<file path="src/shared/mspi_pkg.sv">
// shared constants and types for the serial master peripheral mode block
package mspi_pkg;
	localparam int          FRAME_BITS        = 8;
	localparam int          DIV_BITS          = 12;
	localparam logic [11:0] DIV_RESET         = 12'h000;
	localparam logic [1:0]  MODE_SERIAL_MSTR  = 2'h3;
	localparam logic [3:0]  LAST_BIT          = 4'h7;
	localparam int          RX_DEPTH          = 2;
	typedef enum logic [1:0] {
		ST_IDLE,
		ST_LEAD,
		ST_TRAIL
	} xfer_state_t;
endpackage : mspi_pkg

</file>
<file path="src/rtl/mspi_master.sv">
// serial transceiver in master serial peripheral mode: clock, shifter, buffers
module mspi_master
	import mspi_pkg::*;
(
	// clock and reset
	input  wire logic       clk,
	input  wire logic       rst_n,
	// configuration
	input  wire logic [1:0] operating_mode_select,
	input  wire logic       clock_polarity_bit,
	input  wire logic       clock_phase_bit,
	input  wire logic       bit_order_select,
	input  wire logic       transmitter_enable_bit,
	input  wire logic       receiver_enable_bit,
	input  wire logic [3:0] baud_divider_high,
	input  wire logic [7:0] baud_divider_low,
	input  wire logic       baud_high_write,
	input  wire logic       baud_low_write,
	// transmit data
	input  wire logic [7:0] tx_data,
	input  wire logic       tx_write,
	output logic            data_register_empty,
	// receive data
	output logic [7:0]      rx_data,
	input  wire logic       rx_read,
	// status
	output logic            transmit_complete_flag,
	input  wire logic       transmit_complete_clear,
	output logic            receive_complete_flag,
	output logic            frame_error,
	output logic            data_overrun,
	output logic            parity_error,
	// pins
	output logic            transfer_clock_pin,
	output logic            serial_out_pin,
	output logic            serial_out_oe_n,
	input  wire logic       serial_in_pin,
	output logic            serial_in_active
);
	logic [11:0]   baud_divider;
	logic [11:0]   next_baud_divider;
	logic          serial_master_peripheral_mode;
	logic          tx_on;
	logic          rx_on;
	logic          tick;
	xfer_state_t   state;
	xfer_state_t   next_state;
	logic [7:0]    shifter;
	logic [7:0]    next_shifter;
	logic [3:0]    bit_cnt;
	logic [3:0]    next_bit_cnt;
	logic          sck;
	logic          next_sck;
	logic          sdo;
	logic          next_sdo;
	logic          sample;
	logic          next_sample;
	logic [7:0]    tx_buf;
	logic [7:0]    next_tx_buf;
	logic          tx_full;
	logic          next_tx_full;
	logic          txc;
	logic          next_txc;
	logic [7:0]    rx_mem [RX_DEPTH];
	logic [7:0]    next_rx_mem [RX_DEPTH];
	logic [1:0]    rx_cnt;
	logic [1:0]    next_rx_cnt;
	logic          load;
	logic          frame_done;
	logic [7:0]    rx_byte;

	assign serial_master_peripheral_mode = (operating_mode_select == MODE_SERIAL_MSTR);
	assign tx_on = serial_master_peripheral_mode && transmitter_enable_bit;
	assign rx_on = tx_on && receiver_enable_bit;

	assign frame_error  = 1'b0;
	assign data_overrun = 1'b0;
	assign parity_error = 1'b0;

	always_comb begin
		next_baud_divider = baud_divider;
		if (baud_high_write) begin
			next_baud_divider[11:8] = baud_divider_high;
		end
		if (baud_low_write) begin
			next_baud_divider[7:0] = baud_divider_low;
		end
	end

	always_ff @(posedge clk or negedge rst_n) begin
		if (!rst_n) begin
			baud_divider <= DIV_RESET;
		end else begin
			baud_divider <= next_baud_divider;
		end
	end

	baud_gen #(
		.W (DIV_BITS)
	) u_baud (
		.clk     (clk),
		.rst_n   (rst_n),
		.run     (state != ST_IDLE),
		.divider (baud_divider),
		.tick    (tick)
	);

	// shifter takes buffered byte when free
	assign load = tx_on && tx_full && (state == ST_IDLE);
	assign frame_done = tick && (state == ST_TRAIL) && (bit_cnt == LAST_BIT);
	assign rx_byte = next_shifter;

	always_comb begin
		next_state   = state;
		next_shifter = shifter;
		next_bit_cnt = bit_cnt;
		next_sck     = sck;
		next_sdo     = sdo;
		next_sample  = sample;
		case (state)
			ST_IDLE: begin
				next_sck = clock_polarity_bit;
				if (load) begin
					next_shifter = tx_buf;
					next_bit_cnt = '0;
					next_state   = ST_LEAD;
					next_sdo     = bit_order_select ? tx_buf[0] : tx_buf[7];
				end else begin
					// line idles high: on the last edge in phase 0, one cycle after it in phase 1
					next_sdo     = 1'b1;
				end
			end
			ST_LEAD: begin
				if (tick) begin
					next_sck   = ~clock_polarity_bit;
					next_state = ST_TRAIL;
					if (!clock_phase_bit) begin
						next_sample = serial_in_pin;
					end else if (bit_cnt != '0) begin
						next_sdo = bit_order_select ? shifter[0] : shifter[7];
					end
				end
			end
			ST_TRAIL: begin
				if (tick) begin
					next_sck = clock_polarity_bit;
					if (bit_order_select) begin
						next_shifter = {(clock_phase_bit ? serial_in_pin : sample), shifter[7:1]};
					end else begin
						next_shifter = {shifter[6:0], (clock_phase_bit ? serial_in_pin : sample)};
					end
					if (!clock_phase_bit) begin
						next_sdo = bit_order_select ? next_shifter[0] : next_shifter[7];
					end
					next_bit_cnt = bit_cnt + 4'h1;
					next_state   = ST_LEAD;
					if (bit_cnt == LAST_BIT) begin
						next_state = ST_IDLE;
						// phase 1 samples on this edge: keep the last bit for hold
						if (!clock_phase_bit) begin
							next_sdo = 1'b1;
						end
					end
				end
			end
			default: begin
				next_state = ST_IDLE;
			end
		endcase
		if (!tx_on) begin
			next_state = ST_IDLE;
			next_sck   = clock_polarity_bit;
			next_sdo   = 1'b1;
		end
	end

	always_ff @(posedge clk or negedge rst_n) begin
		if (!rst_n) begin
			state   <= ST_IDLE;
			shifter <= 8'h00;
			bit_cnt <= 4'h0;
			sck     <= 1'b0;
			sdo     <= 1'b1;
			sample  <= 1'b0;
		end else begin
			state   <= next_state;
			shifter <= next_shifter;
			bit_cnt <= next_bit_cnt;
			sck     <= next_sck;
			sdo     <= next_sdo;
			sample  <= next_sample;
		end
	end

	// transmit buffer and completion; set beats clear on the complete flag
	always_comb begin
		next_tx_buf  = tx_buf;
		next_tx_full = tx_full;
		next_txc     = txc;
		if (load) begin
			next_tx_full = 1'b0;
		end
		if (tx_write && (!tx_full || load)) begin
			next_tx_buf  = tx_data;
			next_tx_full = 1'b1;
		end
		if (transmit_complete_clear) begin
			next_txc = 1'b0;
		end
		if (frame_done && !tx_full && !tx_write) begin
			next_txc = 1'b1;
		end
		if (!tx_on) begin
			next_tx_full = 1'b0;
		end
	end

	always_ff @(posedge clk or negedge rst_n) begin
		if (!rst_n) begin
			tx_buf  <= 8'h00;
			tx_full <= 1'b0;
			txc     <= 1'b0;
		end else begin
			tx_buf  <= next_tx_buf;
			tx_full <= next_tx_full;
			txc     <= next_txc;
		end
	end

	// receive buffer, two levels; a read pops the oldest
	always_comb begin
		next_rx_cnt = rx_cnt;
		for (int i = 0; i < RX_DEPTH; i++) begin
			next_rx_mem[i] = rx_mem[i];
		end
		if (rx_read && rx_cnt != 2'h0) begin
			next_rx_mem[0] = rx_mem[1];
			next_rx_cnt    = rx_cnt - 2'h1;
		end
		if (frame_done && rx_on && next_rx_cnt != 2'(RX_DEPTH)) begin
			next_rx_mem[next_rx_cnt[0]] = rx_byte;
			next_rx_cnt = next_rx_cnt + 2'h1;
		end
		if (!rx_on) begin
			next_rx_cnt = 2'h0;
		end
	end

	always_ff @(posedge clk or negedge rst_n) begin
		if (!rst_n) begin
			rx_cnt <= 2'h0;
			for (int i = 0; i < RX_DEPTH; i++) begin
				rx_mem[i] <= 8'h00;
			end
		end else begin
			rx_cnt <= next_rx_cnt;
			rx_mem <= next_rx_mem;
		end
	end

	assign data_register_empty    = !tx_full;
	assign transmit_complete_flag = txc;
	assign receive_complete_flag  = (rx_cnt != 2'h0);
	assign rx_data                = rx_mem[0];

	assign transfer_clock_pin = sck;
	assign serial_out_pin     = sdo;
	assign serial_out_oe_n    = !tx_on;
	assign serial_in_active   = rx_on;

	// clock rests at polarity when idle
	AST_CLK_IDLE: assert property (@(posedge clk) disable iff (!rst_n)
		(state == ST_IDLE && $past(state) == ST_IDLE && $stable(clock_polarity_bit))
		|-> transfer_clock_pin == clock_polarity_bit)
		else $error("clock not at idle level");
	AST_RX_NEEDS_TX: assert property (@(posedge clk) disable iff (!rst_n)
		serial_in_active |-> !serial_out_oe_n)
		else $error("receiver active without transmitter");
	AST_ERR_ZERO: assert property (@(posedge clk) disable iff (!rst_n)
		!(frame_error || data_overrun || parity_error))
		else $error("error flag set");
	AST_WRITE_STARTS: assert property (@(posedge clk) disable iff (!rst_n)
		(tx_on && state == ST_IDLE && tx_full) ##1 tx_on |-> state == ST_LEAD)
		else $error("queued byte not loaded");
	AST_RX_BOUND: assert property (@(posedge clk) disable iff (!rst_n)
		rx_cnt <= 2'(RX_DEPTH))
		else $error("receive buffer overfilled");
	AST_TXC_QUEUE: assert property (@(posedge clk) disable iff (!rst_n)
		(!$past(txc) && txc) |-> !$past(tx_full))
		else $error("complete while byte queued");
	AST_FRAME_LEN: assert property (@(posedge clk) disable iff (!rst_n)
		frame_done |-> bit_cnt == LAST_BIT)
		else $error("frame length wrong");
	AST_MODE_GATE: assert property (@(posedge clk) disable iff (!rst_n)
		!serial_master_peripheral_mode ##1 !serial_master_peripheral_mode |-> state == ST_IDLE)
		else $error("active outside mode");
	AST_EDGE_ALT: assert property (@(posedge clk) disable iff (!rst_n)
		(state == ST_LEAD && tick && tx_on) |=> transfer_clock_pin != clock_polarity_bit)
		else $error("leading edge missing");

	COV_FRAME: cover property (@(posedge clk) disable iff (!rst_n) frame_done);
	COV_CHAIN: cover property (@(posedge clk) disable iff (!rst_n) frame_done && tx_full);
	COV_OVERFLOW: cover property (@(posedge clk) disable iff (!rst_n) frame_done && rx_cnt == 2'h2);
	COV_MODE3: cover property (@(posedge clk) disable iff (!rst_n)
		frame_done && clock_polarity_bit && clock_phase_bit);
endmodule : mspi_master

</file>
<file path="src/rtl/baud_gen.sv">
// half-period tick generator for the transfer clock
module baud_gen
	import mspi_pkg::*;
#(
	parameter int W = DIV_BITS
) (
	// clock and reset
	input  wire logic         clk,
	input  wire logic         rst_n,
	// control
	input  wire logic         run,
	input  wire logic [W-1:0] divider,
	// tick
	output logic              tick
);
	logic [W-1:0] count;
	logic [W-1:0] next_count;

	always_comb begin
		next_count = count;
		if (!run) begin
			next_count = '0;
		end else if (count >= divider) begin
			next_count = '0;
		end else begin
			next_count = count + 1'b1;
		end
	end

	assign tick = run && (count >= divider);

	always_ff @(posedge clk or negedge rst_n) begin
		if (!rst_n) begin
			count <= '0;
		end else begin
			count <= next_count;
		end
	end

	AST_TICK_SPACING: assert property (@(posedge clk) disable iff (!rst_n)
		(tick && divider == 12'h001 && $stable(divider)) ##1 run |-> !tick)
		else $error("tick spacing too short");
endmodule : baud_gen

</file>
<file path="config.mk">
export PLATFORM = sky130hd
export DESIGN_NAME = mspi_master
export DESIGN_NICKNAME = d
export VERILOG_FILES = /design/src/shared/mspi_pkg.sv /design/src/rtl/mspi_master.sv /design/src/rtl/baud_gen.sv
export SDC_FILE = /design/constraint.sdc
export NUM_CORES = 1
export LEC_CHECK = 0
export ABC_AREA = 1
export BUFFER_PORTS_ARGS = -buffer_cell sky130_fd_sc_hd__buf_2
export CORE_MARGIN = 2
export CORE_UTILIZATION = 30
export CTS_CLUSTER_DIAMETER = 80
export DETAILED_ROUTE_END_ITERATION = 7
export PLACE_DENSITY_LB_ADDON = 0.3
export SYNTH_ARGS = -nofsm -noshare
export SYNTH_HDL_FRONTEND = slang
export SYNTH_SLANG_ARGS = --single-unit
export TNS_END_PERCENT = 100
</file>
<file path="constraint.sdc">
create_clock -name clk -period 5.1 [get_ports clk]
set_clock_uncertainty 0.15 [all_clocks]
set_input_delay 0.765 -clock clk [delete_from_list [all_inputs] [get_ports clk]]
set_output_delay 0.765 -clock clk [all_outputs]
set_load 0.05 [all_outputs]
</file>
==> results of run 1 <==
==> cells by family after synthesis <==
group	synth area share, %
simple gates	25.38
buf+inv	9.344
flops	43.59
compound gates	7.734
fa+ha+maj	7.260
mux	4.830
xor+xnor	1.768
other cells	0.09461
==> worst register-to-register path, stage by stage, from the launching register on <==
cell	delay, ns
dfrtp_1	0.35
inv_1	0.05
ha_1	0.18
inv_1	0.07
nand2_1	0.29
xor2_1	0.29
ha_1	0.25
nor2_1	0.10
inv_1	0.11
nor2_2	0.16
ha_1	0.35
inv_1	0.20
nand2_1	0.10
nand2_1	0.05
==> metrics by stage <==
step	cells	worst slack [ns]	power (µW)	hold WS (ns)	instance area, µm²
after global placement	692	2.157	857.7	0.2965	4298
final	708	2.291	1599	0.2964	4658
after detailed placement	692	2.038	861.2	0.3067	4298
after global routing	708	1.992	1679	0.3229	4658
after floorplan	493	2.228	786.6	0.2822	3971
after CTS	708	2.242	1617	0.3143	4658
==> path summary, 6_finish.rpt <==
check	startpoint	end	cells past startpoint
max	rx_cnt[0]	flip-flop	13
min	rst_n	baud_divider[1]	1
max reg2reg	rx_cnt[0]	flip-flop	13
min reg2reg	u_baud.count[0]	u_baud.count[0]	1
max in group asynchronous	rst_n	serial_out_pin	2
min in group clk	u_baud.count[0]	u_baud.count[0]	1
==> power by group through the flow <==
| stage | clock network (µW) | logic, µW | registers, µW |
|---|---|---|---|
| after floorplan | 0 | 158 | 629 |
| after CTS | 763 | 227 | 626 |
| after global routing | 786 | 260 | 633 |
| after detailed placement | 0 | 226 | 636 |
| after global placement | 0 | 223 | 634 |
| final | 745 | 227 | 627 |
==> routing by layer <==
metal | wire (µm) | up-vias | track usage, %
met1 | 4138 | 1485 | 17.26
met3 | 306 | 14 | 2.299
met2 | 4114 | 56 | 21.01
met5 | 0 | - | 0
met4 | 185 | 0 | 6.250
li1 | - | 1634 | -
==> synth_stat cells, types with 2 or more instances <==
master / count / area share (%)
nand3_1: 38 / 4.8
mux2_1: 8 / 2.3
nand2_2: 5 / 0.79
xor2_1: 5 / 1.1
ha_1: 23 / 7.3
inv_1: 58 / 5.5
buf_4: 12 / 2.3
nand2_1: 145 / 14
dfrtp_1: 68 / 43
o22ai_1: 2 / 0.32
buf_2: 2 / 0.25
clkbuf_1: 7 / 0.66
o21ai_0: 37 / 4.7
xnor2_1: 3 / 0.66
mux2_2: 9 / 2.6
nand4_1: 2 / 0.32
a21oi_1: 12 / 1.5
inv_2: 3 / 0.28
nor2_1: 29 / 2.7
nor3b_1: 2 / 0.38
nor3_4: 2 / 0.82
nor3_1: 4 / 0.51
==> cell usage in the layout, fill, tap and decap left out, drive strengths merged <==
master    n
o211ai    2
dfstp     1
nand4     3
conb      3
nand3b    1
and2      1
bufinv    3
nor2     30
a21oi    12
ha       23
clkbuf   13
nor3b     2
o21bai    1
nor3      6
xnor2     3
buf      50
mux2     17
o22ai     2
xor2      5
a211oi    1
dfrtp    68
nand3    39
o21ai    39
nand2   150
inv      61
==> final cells by class <==
cell class	instances	area, µm²
clock buffers	13	270.3
well taps	172	215.2
inverters	61	229.0
clock inverters	3	90.09
flip-flops and latches	69	1728
fillers	1293	8115
repair buffers	50	252.7
multi-input cells	340	1873
==> results.ini, run 1 <==
[synth]
synthCells=491
yosysSeqAreaShare_pct=43.59
synth-seq-cells=69
synth_ff_type=dfrtp_1
async_flop_share_pct=100.0
synth_area_um2=3964
yosysWarnings=0
synth_edf_count=0
synth.distinct_cells=37
syn_area_per_cell_um2=8.073

[setup_path]
worstPathCellList=inv_1 -> ha_1 -> inv_1 -> nand2_1 -> xor2_1 -> ha_1 -> nor2_1 -> inv_1 -> nor2_2 -> ha_1 -> inv_1 -> nand2_1 -> nand2_1
crit_type=reg2reg
critical_path_arrival_ns=2.88
worstPathRequired_ns=5.17
max_stage_delay_ns=0.35
worst-path-buf-inv=4
cpMaxStageDelayCell=dfrtp_1
crit_family=adder cells
endpoint_kind=flip-flop
cp_common_cell=inv_1
cp_max_fo=11
startpoint_type=flip-flop
reg2reg_slack_ns=2.29

[floorplan]
initial_core_util_pct=31.03
rows=41
core_um2=12770
fp.dieH_um=118.9
die_x_um=118.9
io_pins=53
die-area_um2=14150

[sta]
min_period_ns=2.809
hold_viol=0
setup_viol=0
max_freq_mhz=356.1
drv_slew=0
maxSlewHeadroom_pct=49.36
rsz0062_at_grt=no
fin_tns_setup_ns=0
fin_crit_sh_pct=55.07
worstMarginPinSlew_ns=0.7596

[cts]
holdBufCountCts=0
worstSkewPairLatency_ns=0.33
numCtsBuffers=9
clock_path_buffers=2
cts_tree=yes
htreeDepth=3
cts_num_sinks=69
ctsResizeCount=0
cts_setup_buffers=0
clk_pin_slew_ns=0.06
cts_root_buffer=clkbuf_16

[finish]
drive_above_1_share_pct=16.79
area_delta_synth_final_pct=17.52
diodes=0
utilization_pct=36.47
layout.nets=589

[global_routing]
grt_pass1_vias=3158
grt_pass1_wl_mm=14.99
grt_max_degree=43
antenna_found_initial=0
grt_overflow=0
grt_use_total_pct=13.15

[power_and_ir_drop]
switchingPower_uw=413.4
p_int_uw=1185
combPwrFrac_pct=14.2
p_per_area_nw_per_um2=343.2
ir_drop_mv=0.1531
p_leak_uw=0.002372
seqPwrFrac_pct=39.2
swShare_pct=25.86
p_clk_share_pct=46.6

[routing]
firstDrtPassIters=4
wirelength_mm=8.745
vias=3189
wire_per_inst_um=12.35
vias_per_cell=4.504
drc=0
ant_nets=0
drt_iter0_markers=130

[job]
max_cap_viol_count=0

[placement]
io_buffers=49
dpl.hpwl_mm=6.523
gp_congestion=0.8226

[hold_path]
hp-class=in2async

[outcome]
outcome=finished clean

Note: power is estimated with default switching activity, not from simulation.
==> inputs of run 2 (changes only) <==
--- a/config.mk
+++ b/config.mk
@@ -5,7 +5,7 @@
 export SDC_FILE = /design/constraint.sdc
 export NUM_CORES = 1
 export LEC_CHECK = 0
-export ABC_AREA = 1
+export ABC_AREA = 0
 export BUFFER_PORTS_ARGS = -buffer_cell sky130_fd_sc_hd__buf_2
 export CORE_MARGIN = 2
 export CORE_UTILIZATION = 30
==> constraint.sdc (replaced) <==
create_clock -name clk -period 2.92 [get_ports clk]
set_clock_uncertainty 0.15 [all_clocks]
set_input_delay 0.438 -clock clk [delete_from_list [all_inputs] [get_ports clk]]
set_output_delay 0.438 -clock clk [all_outputs]
set_load 0.05 [all_outputs]
==> results.ini, run 2 <==
[cts]
holdBufCountCts=0
cts_tree=yes
clock_path_buffers=2
htreeDepth=3
cts_root_buffer=clkbuf_16
worstSkewPairLatency_ns=0.34
clk_pin_slew_ns=0.05
cts_num_sinks=69
numCtsBuffers=9

[synth]
synth_fa_ha_area_share_pct=7.212
synthSimpleGateAreaFrac_pct=9.470
synth-seq-cells=69
netlist_top_cells_count=68 x dfrtp_1, 34 x inv_1, 32 x mux2_2
synth_top_area_share_pct=42.65
yosysMostFrequentCell=dfrtp_1
synth_edf_count=0
yosysWarnings=0
syn_area_per_cell_um2=10.47
async_flop_share_pct=100.0
synth_top_family_by_area=compound AO/OA/AOI/OAI gates
synth_ff_type=dfrtp_1
synth.area.top_cells=dfrtp_1 43%, mux2_2 9.0%, ha_1 7.2%
yosysSeqAreaShare_pct=43.31
synth_compound_area_share_pct=16.18
muxShareOfSynthArea_pct=13.30
synth_xor_area_share_pct=2.854
synth_area_um2=3990
synthCells=381
synth.distinct_cells=48
yosys.area.top_type=dfrtp_1

[setup_path]
cp_max_fo=9
startpoint_type=flip-flop
reg2reg_slack_ns=0.15
rr_startpoint=u_baud.count[0]
endpoint_kind=flip-flop
critical_path_arrival_ns=2.84
worstPathRequired_ns=2.99
crit_type=reg2reg
r2r_cells=10

[global_routing]
grt_use_total_pct=13.35
antenna_found_initial=0
grt_overflow=0
grt_pass1_wl_mm=15.06
grt_max_degree=70
grt_pass1_vias=3003

[placement]
gp_congestion=0.7865
dpl.hpwl_mm=6.581
io_buffers=49
placed_area_um2=4413

[hold_path]
min_to=transmit_complete_flag
hold-path-cell-count=2
hp-class=in2reg
hp-start=transmit_complete_clear

[sta]
setup_viol=0
maxSlewHeadroom_pct=41.75
min_period_ns=2.770
fin_tns_setup_ns=0
hold_viol=0
max_freq_mhz=361.0
fin_crit_sh_pct=94.87
rsz0062_at_grt=no
worstMarginPinSlew_ns=0.8738
drv_slew=0

[floorplan]
initial_core_util_pct=30.37
die_x_um=119.3
core_um2=13140
rows=42
io_pins=53
die-area_um2=14240
fp.dieH_um=119.3

[finish]
n_fill_cell=1356
layout.nets=488
drive_above_1_share_pct=29.20
final_common_cell=dfrtp_1
fin_area_um2=4706
final_cell_mix=68 x dfrtp_1, 49 x buf_2, 34 x inv_1, 32 x mux2_2
regArea_um2=1728
multiInputGateArea_um2=1974
diodes=0
area_delta_synth_final_pct=17.94

[routing]
drc=0
wire_per_inst_um=14.59
drt_iter0_markers=183
firstDrtPassIters=5
wirelength_mm=8.912
ant_nets=0
vias_per_cell=4.812
vias=2940

[power_and_ir_drop]
p_leak_uw=0.002203
power_uw=2411
p_per_area_nw_per_um2=512.4
ir_drop_mv=0.2624

[outcome]
outcome=finished clean

[job]
max_cap_viol_count=0

## run 2: changes by cell type in the layout (fill, tap and decap cells not counted), sizes merged, moves of 8 or more
cell	change
a21oi	+8
and3	+8
buf	+14
inv	-27
mux2	+15
mux2i	+17
nand2	-124
nand3	-28
nor2	-14
o21ai	-13
## run 2: worst max-delay path by stage
stage | slack, ns | startpoint | cells after the start | endpoint
final | 0.15 | u_baud.count[0] | 10 | flip-flop
after global routing | 0.008 | u_baud.count[0] | 10 | rx_data[0]
after CTS | 0.02 | rx_cnt[0] | 10 | flip-flop
after detailed placement | 0.04 | rx_cnt[0] | 10 | flip-flop
after global placement | 0.11 | rx_cnt[0] | 10 | flip-flop
after floorplan | 0.008 | rx_cnt[0] | 11 | flip-flop
## run 2: repair_timing
item / in CTS / in global routing
setup endpoints to repair: 0 / 14
buffers inserted: 0 / 0
gates resized for setup: 0 / 2
## run 2: metal layers
metal | vias to the layer above | global-route usage (%) | routed length (µm)
met5 | - | 0 | 0
met4 | 0 | 3.971 | 123
met2 | 58 | 20.51 | 3966
met3 | 10 | 3.400 | 364
li1 | 1429 | - | -
met1 | 1443 | 18.54 | 4457
## run 2: cell type report
cell class / instances / area share [%]
clock buffers: 12 / 5.025
clock inverters: 4 / 1.037
inverters: 34 / 2.712
multi-input cells: 252 / 41.96
flip-flops and latches: 69 / 36.72
well taps: 176 / 4.680
repair buffers: 64 / 7.870
## run 2: worst max-delay path, stage by stage, from the launching register on
cell      delay (ns)
dfrtp_1         0.41
inv_1           0.06
ha_1            0.26
nand2b_1        0.10
a31oi_1         0.09
or4_4           0.55
buf_4           0.19
a211oi_4        0.21
buf_4           0.24
a221oi_2        0.11
mux2_2          0.28
## run 2: where the power goes
group          internal [µW]  switching, µW
Sequential              1010           57.0
Clock                    660            400
Combinational            121            159
Total                   1800            616
## run 2: kinds of logic after synthesis
kind of cell / count (synthesis)
compound gates: 87
simple gates: 77
flops: 69
buf+inv: 62
mux: 49
fa+ha+maj: 23
xor+xnor: 13
other cells: 1
## run 2: per-stage QoR
step	hold slack (ns)	cells	worst slack (ns)	utilization, %
CTS	0.1417	611	0.01977	35.76
floorplan	-0.007591	383	0.007926	-
finish	0.1507	611	0.1499	35.82
global placement	0.3365	595	0.1098	33.59
detailed placement	0.3417	595	0.04473	33.59
global route	0.1632	611	0.008347	35.82
==> inputs of run 3 (changes only) <==
--- a/config.mk
+++ b/config.mk
@@ -7,6 +7,8 @@
 export LEC_CHECK = 0
 export ABC_AREA = 0
 export BUFFER_PORTS_ARGS = -buffer_cell sky130_fd_sc_hd__buf_2
+export CELL_PAD_IN_SITES_DETAIL_PLACEMENT = 0
+export CELL_PAD_IN_SITES_GLOBAL_PLACEMENT = 1
 export CORE_MARGIN = 2
 export CORE_UTILIZATION = 30
 export CTS_CLUSTER_DIAMETER = 80
@@ -14,5 +16,6 @@
 export PLACE_DENSITY_LB_ADDON = 0.3
 export SYNTH_ARGS = -nofsm -noshare
 export SYNTH_HDL_FRONTEND = slang
+export SYNTH_HIERARCHICAL = 1
 export SYNTH_SLANG_ARGS = --single-unit
 export TNS_END_PERCENT = 100
==> results.ini, run 3 <==
[setup_path]
cpMaxStageDelayCell=a222oi_1
max_stage_delay_ns=0.42
critical_path_arrival_ns=2.78
worstPathCellList=inv_1 -> ha_1 -> nor3b_1 -> o21ai_0 -> a22o_2 -> o21a_2 -> and2_1 -> a222oi_1 -> buf_4 -> mux2i_1
endpoint_kind=flip-flop
startpoint_type=flip-flop
cp_max_fo=7
worst-path-buf-inv=2
reg2reg_slack_ns=0.20
crit_type=reg2reg
worstPathRequired_ns=2.99
crit_family=compound AO/OA/AOI/OAI gates

[routing]
vias=2677
wl_met3_um=259
dr.max_layer_used=met4
vias_per_cell=4.584
wirelength_mm=8.453
met2_length_mm=4.140
firstDrtPassIters=5
wirelength_met1_mm=3.931
drt_iter0_markers=157
wire_per_inst_um=14.47
ant_nets=0
drc=0

[synth]
async_flop_share_pct=100.0
yosysWarnings=6
synth.distinct_cells=53
yosysMostFrequentCell=dfrtp_1
synth_top_area_share_pct=44.56
synth_edf_count=0
netlist_top_cells_count=68 x dfrtp_1, 41 x inv_1, 28 x mux2_2
yosys.area.top_type=dfrtp_1
synth-seq-cells=69
syn_area_per_cell_um2=10.94
yosysSeqAreaShare_pct=45.25
synthCells=349
synth.area.top_cells=dfrtp_1 45%, mux2_2 8.3%, ha_1 7.5%
synth_ff_type=dfrtp_1
synth_area_um2=3819

[sta]
fin_hold_ws_ns=0.1585
setup_viol=0
rsz0062_at_grt=no
fin_crit_sh_pct=93.06
hold_viol=0
fin_tns_setup_ns=0
setup_ws_ns=0.2026
min_period_ns=2.717
drv_slew=0
worstMarginPinSlew_ns=0.8872
max_freq_mhz=368.0
maxSlewHeadroom_pct=40.85

[power_and_ir_drop]
p_int_uw=1810
p_per_area_nw_per_um2=523.0
p_leak_uw=0.002291
seqPwrFrac_pct=43.6
switchingPower_uw=603.2
swShare_pct=25.00
ir_drop_mv=0.2203
combPwrFrac_pct=9.5
p_clk_share_pct=46.8

[finish]
layout.nets=465
diodes=0
final_common_cell=dfrtp_1
fin_area_um2=4613
area_delta_synth_final_pct=20.81
utilization_pct=36.86
final_cell_mix=67 x dfrtp_1, 49 x buf_2, 41 x inv_1, 28 x mux2_2, 23 x ha_1
drive_above_1_share_pct=33.25

[placement]
dpl.hpwl_mm=6.174
io_buffers=49
placed_area_um2=4232
dp_slack_ns=0.01392
gp_congestion=0.7535

[global_routing]
grt_pass1_wl_mm=14.05
grt_use_total_pct=13.54
grt_max_degree=70
grt_overflow=0
antenna_found_initial=0
grt_pass1_vias=2775

[cts]
cts_num_sinks=69
clock_path_buffers=2
numCtsBuffers=9
cts_root_buffer=clkbuf_16
htreeDepth=3
cts_tree=yes
worstSkewPairLatency_ns=0.34
clk_pin_slew_ns=0.06

[job]
max_cap_viol_count=0

[floorplan]
fp.dieH_um=116.8
initial_core_util_pct=30.51
die-area_um2=13650
rows=41
io_pins=53
die_x_um=116.8
core_um2=12520

[hold_path]
hp-class=in2async

[outcome]
outcome=finished clean

==> run 3: cell count changes after synthesis, moves of 5 or more <==
cell      previous run  this run
a222oi_1             0         7
a22o_1               7         1
and3_1               7         0
clkbuf_1             8         3
inv_1               34        41
mux2i_1             17        22
nand2_1             26        10
nand3_1             11         6
nand4_1              2         7
nor3_2               0         9
o21ai_0             26         7
o22ai_1              9         0
xor2_1               6         1
==> run 3: final cells by class <==
type / count / area, µm²
clock inverter: 6 / 70.07
multi-input combinational: 218 / 1805
tap: 172 / 215.2
timing repair buffer: 68 / 400.4
inverter: 41 / 153.9
fill: 1297 / 7904
clock buffer: 10 / 239.0
sequential: 69 / 1729
==> run 3: power by group through the flow <==
stage	registers (µW)	logic, µW	clock network (µW)
floorplan	1060	140	0
global placement	1070	217	0
detailed placement	1070	221	0
CTS	1050	222	1170
global route	1060	260	1210
finish	1050	230	1130
==> run 3: worst register-to-register path: cells and delay by family, from the launching register on <==
family                     cells  cell delay, ns
adders and majority gates      1            0.26
buffers and inverters          2            0.25
AOI/OAI and AO/OA              4            1.06
DFF                            1            0.40
and+or+nand+nor                2            0.40
muxes                          1            0.07
==> run 3: metrics by stage <==
| stage | total power (µW) | std cells |
|---|---|---|
| global route | 2534 | 584 |
| global placement | 1286 | 560 |
| floorplan | 1197 | 351 |
| CTS | 2449 | 576 |
| detailed placement | 1291 | 560 |
| finish | 2413 | 584 |
==> run 3: path summary, 6_finish.rpt <==
path	start	endpoint	cells after the start
max reg2reg	u_baud/count[0]	rx_data[6]	10
min reg2reg	u_baud/count[0]	u_baud/count[0]	1
max	u_baud/count[0]	rx_data[6]	10
min	rst_n	baud_divider[4]	2
min in group clk	baud_divider_low[4]	baud_divider[4]	2
max in group asynchronous	rst_n	u_baud/count[0]	2
==> run 3: repair_timing <==
item | CTS | global route
hold buffers | 0 | 0
resized for setup | 0 | 5
buffers inserted | 0 | 8
endpoints found under the setup margin | 0 | 23
==> run 3: cell families (layout without fill, tap and decap cells) <==
group	Yosys count	after routing	share of synthesized area, %
simple gates	76	76	12.78
flops	69	69	45.25
buf+inv	64	125	7.962
compound gates	54	54	9.600
mux	50	50	14.02
fa+ha+maj	23	23	7.536
xor+xnor	12	12	2.752
other cells	1	3	0.09820
==> run 3: metal layers <==
metal | up-vias | GRT usage (%)
li1 | 1334 | -
met1 | 1297 | 16.78
met2 | 37 | 22.20
met3 | 9 | 3.965
met4 | 0 | 5.569
met5 | - | 0
